===== src/pkg/usr_pkg.sv =====
// package: register map, field positions and timing constants of the serial receive block
package usr_pkg;
   // ----------------------------------------
   // register offsets
   // ----------------------------------------
   localparam logic [7:0] OFF_RX_CTRL   = 8'h18;
   localparam logic [7:0] OFF_RX_DATA   = 8'h1a;
   localparam logic [7:0] OFF_IRQ_STAT  = 8'h1c;
   localparam logic [7:0] OFF_IRQ_MASK  = 8'h1d;
   localparam logic [7:0] OFF_TX_CTRL   = 8'h98;
   localparam logic [7:0] OFF_DIVISOR   = 8'h99;
   // ----------------------------------------
   // receive_status_control fields
   // ----------------------------------------
   localparam int B_SERIAL_PORT_ENABLE  = 7;
   localparam int B_NINE  = 6;
   localparam int B_SINGLE_RECEIVE_ENABLE  = 5;
   localparam int B_CONTINUOUS_RECEIVE_ENABLE  = 4;
   localparam int B_FRAMING_ERROR_FLAG  = 2;
   localparam int B_OVERRUN_ERROR_FLAG  = 1;
   localparam int B_NINTH = 0;
   // ----------------------------------------
   // transmit_status_control fields
   // ----------------------------------------
   localparam int B_CSRC  = 7;
   localparam int B_SYNC  = 4;
   localparam int B_HIGH  = 2;
   localparam int B_TRMT  = 1;
   // ----------------------------------------
   // interrupt status bits
   // ----------------------------------------
   localparam int I_BYTE  = 0;
   localparam int I_FRAME = 1;
   localparam int I_OVER  = 2;
   // ----------------------------------------
   // reset values and counts
   // ----------------------------------------
   localparam logic [7:0] RST_BYTE     = 8'h00;
   localparam logic [1:0] PRE_ASYNC_LO = 2'h3;
   localparam logic [1:0] PRE_ASYNC_HI = 2'h0;
   localparam logic [1:0] PRE_SYNC     = 2'h1;
   localparam logic [3:0] SAMPLE_AT    = 4'h9;
   localparam logic [3:0] LAST_BIT_8   = 4'h7;
   localparam logic [3:0] LAST_BIT_9   = 4'h8;
   typedef enum logic [1:0] {
      RX_IDLE  = 2'b00,
      RX_START = 2'b01,
      RX_DATA  = 2'b10,
      RX_STOP  = 2'b11
   } usr_rx_state_t;
endpackage


===== src/logic/usr_maj_sampler.sv =====
// majority-of-three sampler for the receive line
`timescale 1ns/1ps
module usr_maj_sampler (
   // clock and reset
   input  wire logic clk,
   input  wire logic rst_n,
   // sample strobe and line level
   input  wire logic en,
   input  wire logic d,
   // decided level
   output logic      maj_r
);
   logic [1:0] smp_r;
   wire        maj_nxt = (d & smp_r[0]) | (d & smp_r[1]) | (smp_r[0] & smp_r[1]);

   always_ff @(posedge clk or negedge rst_n) begin
      if (!rst_n) begin
         smp_r <= 2'h3;
         maj_r <= 1'b1;
      end else if (en) begin
         smp_r <= {smp_r[0], d};
         maj_r <= maj_nxt;
      end
   end
endmodule


===== src/logic/usr_baud_gen.sv =====
// dedicated 8-bit free-running baud generator with mode prescale
`timescale 1ns/1ps
module usr_baud_gen (
   // clock and reset
   input  wire logic       clk,
   input  wire logic       rst_n,
   // configuration
   input  wire logic [7:0] div,
   input  wire logic       load,
   input  wire logic       sync,
   input  wire logic       high,
   // rate strobe
   output logic            tick_r
);
   logic [1:0] pre_r;
   logic [7:0] timer_r;

   // async low: 4(X+1) per 16x tick; async high: (X+1); sync: 2(X+1) per clock half
   wire [1:0] pre_lim = sync ? usr_pkg::PRE_SYNC :
                        (high ? usr_pkg::PRE_ASYNC_HI : usr_pkg::PRE_ASYNC_LO);
   wire       pre_wrap = (pre_r == pre_lim);
   wire       tmr_wrap = (timer_r == div);

   always_ff @(posedge clk or negedge rst_n) begin
      if (!rst_n) begin
         pre_r   <= 2'h0;
         timer_r <= 8'h00;
         tick_r  <= 1'b0;
      end else if (load) begin
         pre_r   <= 2'h0;
         timer_r <= 8'h00;
         tick_r  <= 1'b0;
      end else begin
         pre_r   <= pre_wrap ? 2'h0 : pre_r + 2'h1;
         timer_r <= !pre_wrap ? timer_r : (tmr_wrap ? 8'h00 : timer_r + 8'h01);
         tick_r  <= pre_wrap & tmr_wrap;
      end
   end
endmodule


===== src/logic/usr_rx_ctrl.sv =====
// serial port receive control, status and baud generation
//
// Strobed register access is this design's own decision.
`timescale 1ns/1ps
// ----------------------------------------
// ----------------------------------------
module usr_rx_ctrl (
   // clock and reset
   input  wire logic       CLK_SYS,
   input  wire logic       RST_N,
   // register port
   input  wire logic [7:0] ADDR,
   input  wire logic [7:0] WDATA,
   input  wire logic       WR,
   input  wire logic       RD,
   output logic      [7:0] RDATA,
   // serial pins
   input  wire logic       RX_PIN_IN,
   input  wire logic       CK_PIN_IN,
   output logic            CK_PIN_OUT,
   output logic            CK_PIN_OE_N,
   // interrupt
   output logic            IRQ
);
   // ----------------------------------------
   // register and receive state
   // ----------------------------------------
   logic       serial_port_enable_r;
   logic       nine_r;
   logic       single_receive_enable_r;
   logic       continuous_receive_enable_r;
   logic       framing_error_flag_r;
   logic       overrun_error_flag_r;
   logic       ninth_r;
   logic       csrc_r;
   logic       sync_r;
   logic       high_r;
   logic [7:0] div_r;
   logic [7:0] data_r;
   logic       full_r;
   logic [2:0] ist_r;
   logic [2:0] imask_r;
   usr_pkg::usr_rx_state_t state_r;
   usr_pkg::usr_rx_state_t state_nxt;
   logic [3:0] cnt_r;
   logic [3:0] cnt_nxt;
   logic [3:0] idx_r;
   logic [3:0] idx_nxt;
   logic [8:0] shf_r;
   logic [8:0] shf_nxt;
   logic       done;
   logic       stop_bad;
   logic [2:0] rx_s_r;
   logic [2:0] ck_s_r;
   logic       rx_lvl_r;
   logic       ck_lvl_r;
   logic       ck_lvl_d_r;
   logic       tick;
   logic       maj;
   // ----------------------------------------
   // decode
   // ----------------------------------------
   wire wr_rc    = WR && (ADDR == usr_pkg::OFF_RX_CTRL);
   wire wr_tc    = WR && (ADDR == usr_pkg::OFF_TX_CTRL);
   wire wr_div   = WR && (ADDR == usr_pkg::OFF_DIVISOR);
   wire wr_ist   = WR && (ADDR == usr_pkg::OFF_IRQ_STAT);
   wire wr_imask = WR && (ADDR == usr_pkg::OFF_IRQ_MASK);
   wire rd_data  = RD && (ADDR == usr_pkg::OFF_RX_DATA);
   wire master    = sync_r & csrc_r;
   // overrun halts reception until software toggles continuous receive
   wire rx_en     = serial_port_enable_r & !overrun_error_flag_r & (continuous_receive_enable_r | (master & single_receive_enable_r));
   wire master_run = rx_en & master;
   wire sync_edge = master ? (tick & !CK_PIN_OUT & master_run)
                           : (ck_lvl_r & !ck_lvl_d_r);
   wire [3:0] last_bit = nine_r ? usr_pkg::LAST_BIT_9 : usr_pkg::LAST_BIT_8;
   // ----------------------------------------
   // frame sequencing
   // ----------------------------------------
   always_comb begin
      state_nxt = state_r;
      cnt_nxt   = cnt_r;
      idx_nxt   = idx_r;
      shf_nxt   = shf_r;
      done      = 1'b0;
      stop_bad  = 1'b0;
      if (!rx_en) begin
         state_nxt = usr_pkg::RX_IDLE;
      end else if (sync_r) begin
         if (state_r != usr_pkg::RX_DATA) begin
            state_nxt = usr_pkg::RX_DATA;
            idx_nxt   = 4'h0;
         end else if (sync_edge) begin
            shf_nxt = {rx_lvl_r, shf_r[8:1]};
            idx_nxt = idx_r + 4'h1;
            if (idx_r == last_bit) begin
               done    = 1'b1;
               idx_nxt = 4'h0;
            end
         end
      end else begin
         case (state_r)
            usr_pkg::RX_IDLE: begin
               if (!rx_lvl_r) begin
                  state_nxt = usr_pkg::RX_START;
                  cnt_nxt   = 4'h0;
               end
            end
            usr_pkg::RX_START: begin
               if (tick) begin
                  cnt_nxt = cnt_r + 4'h1;
                  if (cnt_r == usr_pkg::SAMPLE_AT) begin
                     // a start bit that does not hold low is a glitch
                     state_nxt = maj ? usr_pkg::RX_IDLE : usr_pkg::RX_DATA;
                     idx_nxt   = 4'h0;
                  end
               end
            end
            usr_pkg::RX_DATA: begin
               if (tick) begin
                  cnt_nxt = cnt_r + 4'h1;
                  if (cnt_r == usr_pkg::SAMPLE_AT) begin
                     shf_nxt = {maj, shf_r[8:1]};
                     idx_nxt = idx_r + 4'h1;
                     if (idx_r == last_bit) begin
                        state_nxt = usr_pkg::RX_STOP;
                     end
                  end
               end
            end
            usr_pkg::RX_STOP: begin
               if (tick) begin
                  cnt_nxt = cnt_r + 4'h1;
                  if (cnt_r == usr_pkg::SAMPLE_AT) begin
                     done      = 1'b1;
                     stop_bad  = !maj;
                     state_nxt = usr_pkg::RX_IDLE;
                  end
               end
            end
            default: begin
               state_nxt = usr_pkg::RX_IDLE;
            end
         endcase
      end
   end
   // ----------------------------------------
   // events and next register values
   // ----------------------------------------
   wire load     = done & !full_r;
   wire ovr      = done & full_r & continuous_receive_enable_r;
   wire single_receive_enable_clr = done & master & !continuous_receive_enable_r;
   wire [2:0] ev = {ovr, load & stop_bad, load};
   wire       single_receive_enable_nxt  = single_receive_enable_clr ? 1'b0 : (wr_rc ? WDATA[usr_pkg::B_SINGLE_RECEIVE_ENABLE] : single_receive_enable_r);
   wire       overrun_error_flag_nxt  = (overrun_error_flag_r & continuous_receive_enable_r) | ovr;
   wire       framing_error_flag_nxt  = load ? stop_bad : framing_error_flag_r;
   wire       ninth_nxt = load ? (nine_r & shf_nxt[8]) : ninth_r;
   wire [7:0] data_nxt  = load ? (nine_r ? shf_nxt[7:0] : shf_nxt[8:1]) : data_r;
   wire       full_nxt  = load | (full_r & !rd_data);
   // a fresh event wins over a same-cycle write-one clear
   wire [2:0] ist_nxt   = ev | (ist_r & ~(wr_ist ? WDATA[2:0] : 3'h0));
   wire [7:0] rc_view = {serial_port_enable_r, nine_r, single_receive_enable_r, continuous_receive_enable_r, 1'b0, framing_error_flag_r, overrun_error_flag_r, ninth_r};
   wire [7:0] tc_view = {csrc_r, 2'b00, sync_r, 1'b0, high_r, 1'b1, 1'b0};
   wire [7:0] rd_mux  = (ADDR == usr_pkg::OFF_RX_CTRL)  ? rc_view :
                        (ADDR == usr_pkg::OFF_TX_CTRL)  ? tc_view :
                        (ADDR == usr_pkg::OFF_DIVISOR)  ? div_r :
                        (ADDR == usr_pkg::OFF_RX_DATA)  ? data_r :
                        (ADDR == usr_pkg::OFF_IRQ_STAT) ? {5'h00, ist_r} :
                        (ADDR == usr_pkg::OFF_IRQ_MASK) ? {5'h00, imask_r} : 8'h00;
   // ----------------------------------------
   // pin synchronisers
   // ----------------------------------------
   always_ff @(posedge CLK_SYS or negedge RST_N) begin
      if (!RST_N) begin
         rx_s_r     <= 3'h7;
         ck_s_r     <= 3'h0;
         rx_lvl_r   <= 1'b1;
         ck_lvl_r   <= 1'b0;
         ck_lvl_d_r <= 1'b0;
      end else begin
         rx_s_r     <= {rx_s_r[1:0], RX_PIN_IN};
         ck_s_r     <= {ck_s_r[1:0], CK_PIN_IN};
         rx_lvl_r   <= (rx_s_r[2] == rx_s_r[1]) ? rx_s_r[2] : rx_lvl_r;
         ck_lvl_r   <= (ck_s_r[2] == ck_s_r[1]) ? ck_s_r[2] : ck_lvl_r;
         ck_lvl_d_r <= ck_lvl_r;
      end
   end
   // ----------------------------------------
   // control registers
   // ----------------------------------------
   always_ff @(posedge CLK_SYS or negedge RST_N) begin
      if (!RST_N) begin
         {serial_port_enable_r, nine_r, continuous_receive_enable_r} <= 3'h0;
         {csrc_r, sync_r, high_r} <= 3'h0;
         div_r   <= usr_pkg::RST_BYTE;
         imask_r <= 3'h0;
      end else begin
         if (wr_rc) begin
            serial_port_enable_r <= WDATA[usr_pkg::B_SERIAL_PORT_ENABLE];
            nine_r <= WDATA[usr_pkg::B_NINE];
            continuous_receive_enable_r <= WDATA[usr_pkg::B_CONTINUOUS_RECEIVE_ENABLE];
         end
         if (wr_tc) begin
            csrc_r <= WDATA[usr_pkg::B_CSRC];
            sync_r <= WDATA[usr_pkg::B_SYNC];
            high_r <= WDATA[usr_pkg::B_HIGH];
         end
         if (wr_div) begin
            div_r <= WDATA;
         end
         if (wr_imask) begin
            imask_r <= WDATA[2:0];
         end
      end
   end
   // ----------------------------------------
   // status and received data
   // ----------------------------------------
   always_ff @(posedge CLK_SYS or negedge RST_N) begin
      if (!RST_N) begin
         {single_receive_enable_r, framing_error_flag_r, overrun_error_flag_r, ninth_r, full_r} <= 5'h00;
         data_r <= usr_pkg::RST_BYTE;
         ist_r  <= 3'h0;
      end else begin
         single_receive_enable_r  <= single_receive_enable_nxt;
         framing_error_flag_r  <= framing_error_flag_nxt;
         overrun_error_flag_r  <= overrun_error_flag_nxt;
         ninth_r <= ninth_nxt;
         data_r  <= data_nxt;
         full_r  <= full_nxt;
         ist_r   <= ist_nxt;
      end
   end
   // ----------------------------------------
   // receive engine and outputs
   // ----------------------------------------
   always_ff @(posedge CLK_SYS or negedge RST_N) begin
      if (!RST_N) begin
         state_r     <= usr_pkg::RX_IDLE;
         cnt_r       <= 4'h0;
         idx_r       <= 4'h0;
         shf_r       <= 9'h000;
         RDATA       <= 8'h00;
         IRQ         <= 1'b0;
         CK_PIN_OUT  <= 1'b0;
         CK_PIN_OE_N <= 1'b1;
      end else begin
         state_r     <= state_nxt;
         cnt_r       <= cnt_nxt;
         idx_r       <= idx_nxt;
         shf_r       <= shf_nxt;
         RDATA       <= RD ? rd_mux : 8'h00;
         IRQ         <= |(ist_r & imask_r);
         CK_PIN_OUT  <= master_run & (tick ? !CK_PIN_OUT : CK_PIN_OUT);
         CK_PIN_OE_N <= !(serial_port_enable_r & master);
      end
   end
   // ----------------------------------------
   // baud generator and line sampler
   // ----------------------------------------
   usr_baud_gen u_baud (
      .clk    (CLK_SYS),
      .rst_n  (RST_N),
      .div    (div_r),
      .load   (wr_div),
      .sync   (sync_r),
      .high   (high_r),
      .tick_r (tick)
   );

   usr_maj_sampler u_smp (
      .clk   (CLK_SYS),
      .rst_n (RST_N),
      .en    (tick),
      .d     (rx_lvl_r),
      .maj_r (maj)
   );
endmodule


===== config.mk =====
export PLATFORM = sky130hd
export DESIGN_NAME = usr_rx_ctrl
export DESIGN_NICKNAME = d
export VERILOG_FILES = /design/src/pkg/usr_pkg.sv /design/src/logic/usr_maj_sampler.sv /design/src/logic/usr_baud_gen.sv /design/src/logic/usr_rx_ctrl.sv
export SDC_FILE = /design/constraint.sdc
export NUM_CORES = 1
export LEC_CHECK = 0
export BUFFER_PORTS_ARGS = -buffer_cell sky130_fd_sc_hd__buf_4
export CORE_ASPECT_RATIO = 1.4
export CORE_MARGIN = 8
export CORE_UTILIZATION = 59
export CTS_BUF_LIST = sky130_fd_sc_hd__clkbuf_16
export DETAILED_ROUTE_END_ITERATION = 8
export GPL_TIMING_DRIVEN = 0
export PLACE_DENSITY_LB_ADDON = 0.3
export SLEW_MARGIN = 20
export SYNTH_ARGS = -nofsm -noshare
export SYNTH_HDL_FRONTEND = slang
export SYNTH_SLANG_ARGS = --single-unit

===== constraint.sdc =====
create_clock -name CLK_SYS -period 5.35 [get_ports CLK_SYS]
set_clock_uncertainty 0.2 [all_clocks]
set_input_delay 0.8025 -clock CLK_SYS [delete_from_list [all_inputs] [get_ports CLK_SYS]]
set_output_delay 0.8025 -clock CLK_SYS [all_outputs]
set_load 0.03 [all_outputs]

==> run metrics <==
Max Cap Violations=0; DRT antenna net count=0; CP Capture Type=register; Initial Util=0.600; via/cell ratio=6.10; CTS tree=built; worst setup path category=in2reg; yosys warns=0; cts hold-fix bufs=0; Final Hold Viols=0; Pwr Density=308 nW/um^2; FP Rows=37; Leakage=0.00229 uW; port bufs=32; Mean Syn Cell Area=10.3 sq um; gr usage total=0.209; multi-input combinational cell area=approximately 2100 sq um; vias in the first global route=3518; hpwl dp=7290 um; Setup TNS=0 ns; Post CTS Setup Buffer Count=0; ys async rst share=1.00; Placer Congestion=0.867; clk root buf=clkbuf_16; RSZ-0062 raised after global routing=false; CTS clk-pin slew, worst paths=0.06 ns; Layout Area Growth over Synthesis=14.8%; core area=between 7000 and 8000 sq um; Layout Nets=493; Seq/Total Area, Yosys=0.495; first-pass GRT wire length=about 17000 um; TritonCTS Sinks=86; Ports=33; die width=88.7 um; count leader, synth=dfrtp_1; HP Class=reg2reg; CTS resizes=0; largest net degree at the start of global routing=87; FF+latch count, synth=86; Slew headroom=0.454; total gr overflow=0; run status=complete, no violations; Post-synth EDFFs=0; share of layout cells above drive strength 1=0.196; syn_nets=between 400 and 500; TritonCTS buffer count=9; Clock Tree Buf Depth=2; Final min period=2.55 ns; Main synth FF type=dfrtp_1; Post-synth top cells=78 x dfrtp_1, 53 x nand2_1, 28 x o21ai_0; # H-tree levels=3; antenna violations before repair=0; Initial DRC Count=around 160; Final Util=0.689; Syn Std Cell Area=4360 sq um; Post-Synthesis Cells=423; Synth top area share=0.447; Final Max Tran Viols=0; drt total wl=9950 um; peak supply drop=roughly 230 uV; Max FO, Critical Path=6; Register Area=2160 sq um; post-DR wirelength/cell=17.5 um; setup violators final=0; vias=3460; Die Span Y=roughly 120 um; Critical Path Start Type=input pin; cell taking the most area after synthesis=dfrtp_1; crit share post-route=0.476; DRC=0; FMAX=just under 400 MHz; Worst-Margin Slew=0.811 ns; layout filler cell count=563; number of distinct library cells after synthesis=66; CP required=5.37 ns; worst-skew pair later-pin latency=~0.34 ns; DR pass1 iterations=4; Arr. time, crit path=2.57 ns; final worst hold slack=0.148 ns; total die area=around 10000 sq um; n_diodes=0; synth top area cells=dfrtp_1 45%, mux2_2 4.9%, dfstp_2 4.8%
[power breakdown]
group,internal (uW),switching [uW],leakage (uW)
registers,698,61.5,0.00113
logic,82.3,104,0.00102
clock network,354,245,0.000140
[registers in the layout, summed over array words and instances (netlist names), 2 cells and up]
name and cells:
shf_r 9, RDATA 8, data_r 8, div_r 8
u_baud.timer_r 8, cnt_r 4, idx_r 4, ck_s_r 3
imask_r 3, ist_r 3, rx_s_r 3, state_r 2
u_baud.pre_r 2, u_smp.smp_r 2
[metrics by stage]
| stage | power (uW) | setup WS (ns) | instances | instance area, sq um |
|---|---|---|---|---|
| after floorplan | 880 | 2.78 | 423 | 4360 |
| after global placement | 942 | 2.51 | 552 | 4730 |
| after global routing | 1610 | 2.70 | 567 | 5010 |
| after CTS | 1550 | 2.84 | 567 | 5010 |
| after detailed placement | 955 | 2.48 | 552 | 4730 |
| final | 1540 | 2.80 | 567 | 5010 |
[cell type report]
type	instances	area share
flip-flops and latches	86	0.432
clock buffers	9	0.0450
plain buffers	14	0.0122
multi-input cells	310	0.418
clock inverters	6	0.0110
repair buffers	32	0.0487
inverters	13	0.00974
well taps	97	0.0242
[per-layer routing]
metal / wire (um) / global-route usage
met5: 0 / 0
met4: 297 / 0.107
met3: 384 / 0.0356
met2: 5450 / 0.362
met1: 3820 / 0.233
[cells in the final DEF, fill, tap and decap left out, drive strengths merged, types with 2 or more instances in the layout]
cell,synthesis,layout
a22oi,7,7
a21o,5,5
a21oi,17,17
nand2b,6,6
a32oi,2,2
dfstp,8,8
nor3b,4,4
or4,2,2
nor4,6,6
mux2i,8,8
ha,5,5
maj3,3,3
clkbuf,7,16
a21boi,6,6
inv,13,14
and3,5,5
o21ai,30,30
nor2,24,24
xor2,11,11
nand4,2,2
nand4bb,3,3
a22o,2,2
o22ai,9,9
dfrtp,78,78
nand2,53,53
o31ai,13,13
clkinv,0,3
or3,2,2
nor3,21,21
mux2,22,22
o211ai,3,3
and2,2,2
nand3,4,4
nor4b,2,2
and3b,4,4
buf,7,39
nand3b,2,2
nor2b,5,5
o21a,2,2
[final timing paths]
kind | start | to | slack (ns) | depth (start not counted)
max in group asynchronous | RST_N | ist_r[0]$_DFF_PN0_ | 4.13 | 1
max | ADDR[5] | csrc_r$_DFFE_PN0P_ | 2.80 | 5
max reg2reg | sync_r$_DFFE_PN0P_ | data_r[5]$_DFFE_PN0P_ | 3.01 | 6
min reg2reg | ck_s_r[0]$_DFF_PN0_ | ck_s_r[1]$_DFF_PN0_ | 0.15 | 0
min | ck_s_r[0]$_DFF_PN0_ | ck_s_r[1]$_DFF_PN0_ | 0.15 | 0
min in group asynchronous | RST_N | u_baud.timer_r[1]$_DFFE_PN0P_ | 0.31 | 1
[critical path, stage by stage]
cell and delay, ns:
buf_4 0.11, nand4bb_4 0.27, nor4_1 0.65, and3_1 0.37, mux2_2 0.36
[cell families (layout without fill, tap and decap cells)]
| kind of cell | count (synthesis) | after routing | share of synthesized area |
|---|---|---|---|
| xor gates and xnor gates | 11 | 11 | 0.0221 |
| adders and majority gates | 8 | 8 | 0.0212 |
| muxes | 30 | 30 | 0.0777 |
| AOI/OAI and AO/OA | 108 | 108 | 0.164 |
| and+or+nand+nor | 153 | 153 | 0.194 |
| buffers and inverters | 27 | 74 | 0.0252 |
| DFF | 86 | 86 | 0.495 |
(Power assumes the default switching activity.)
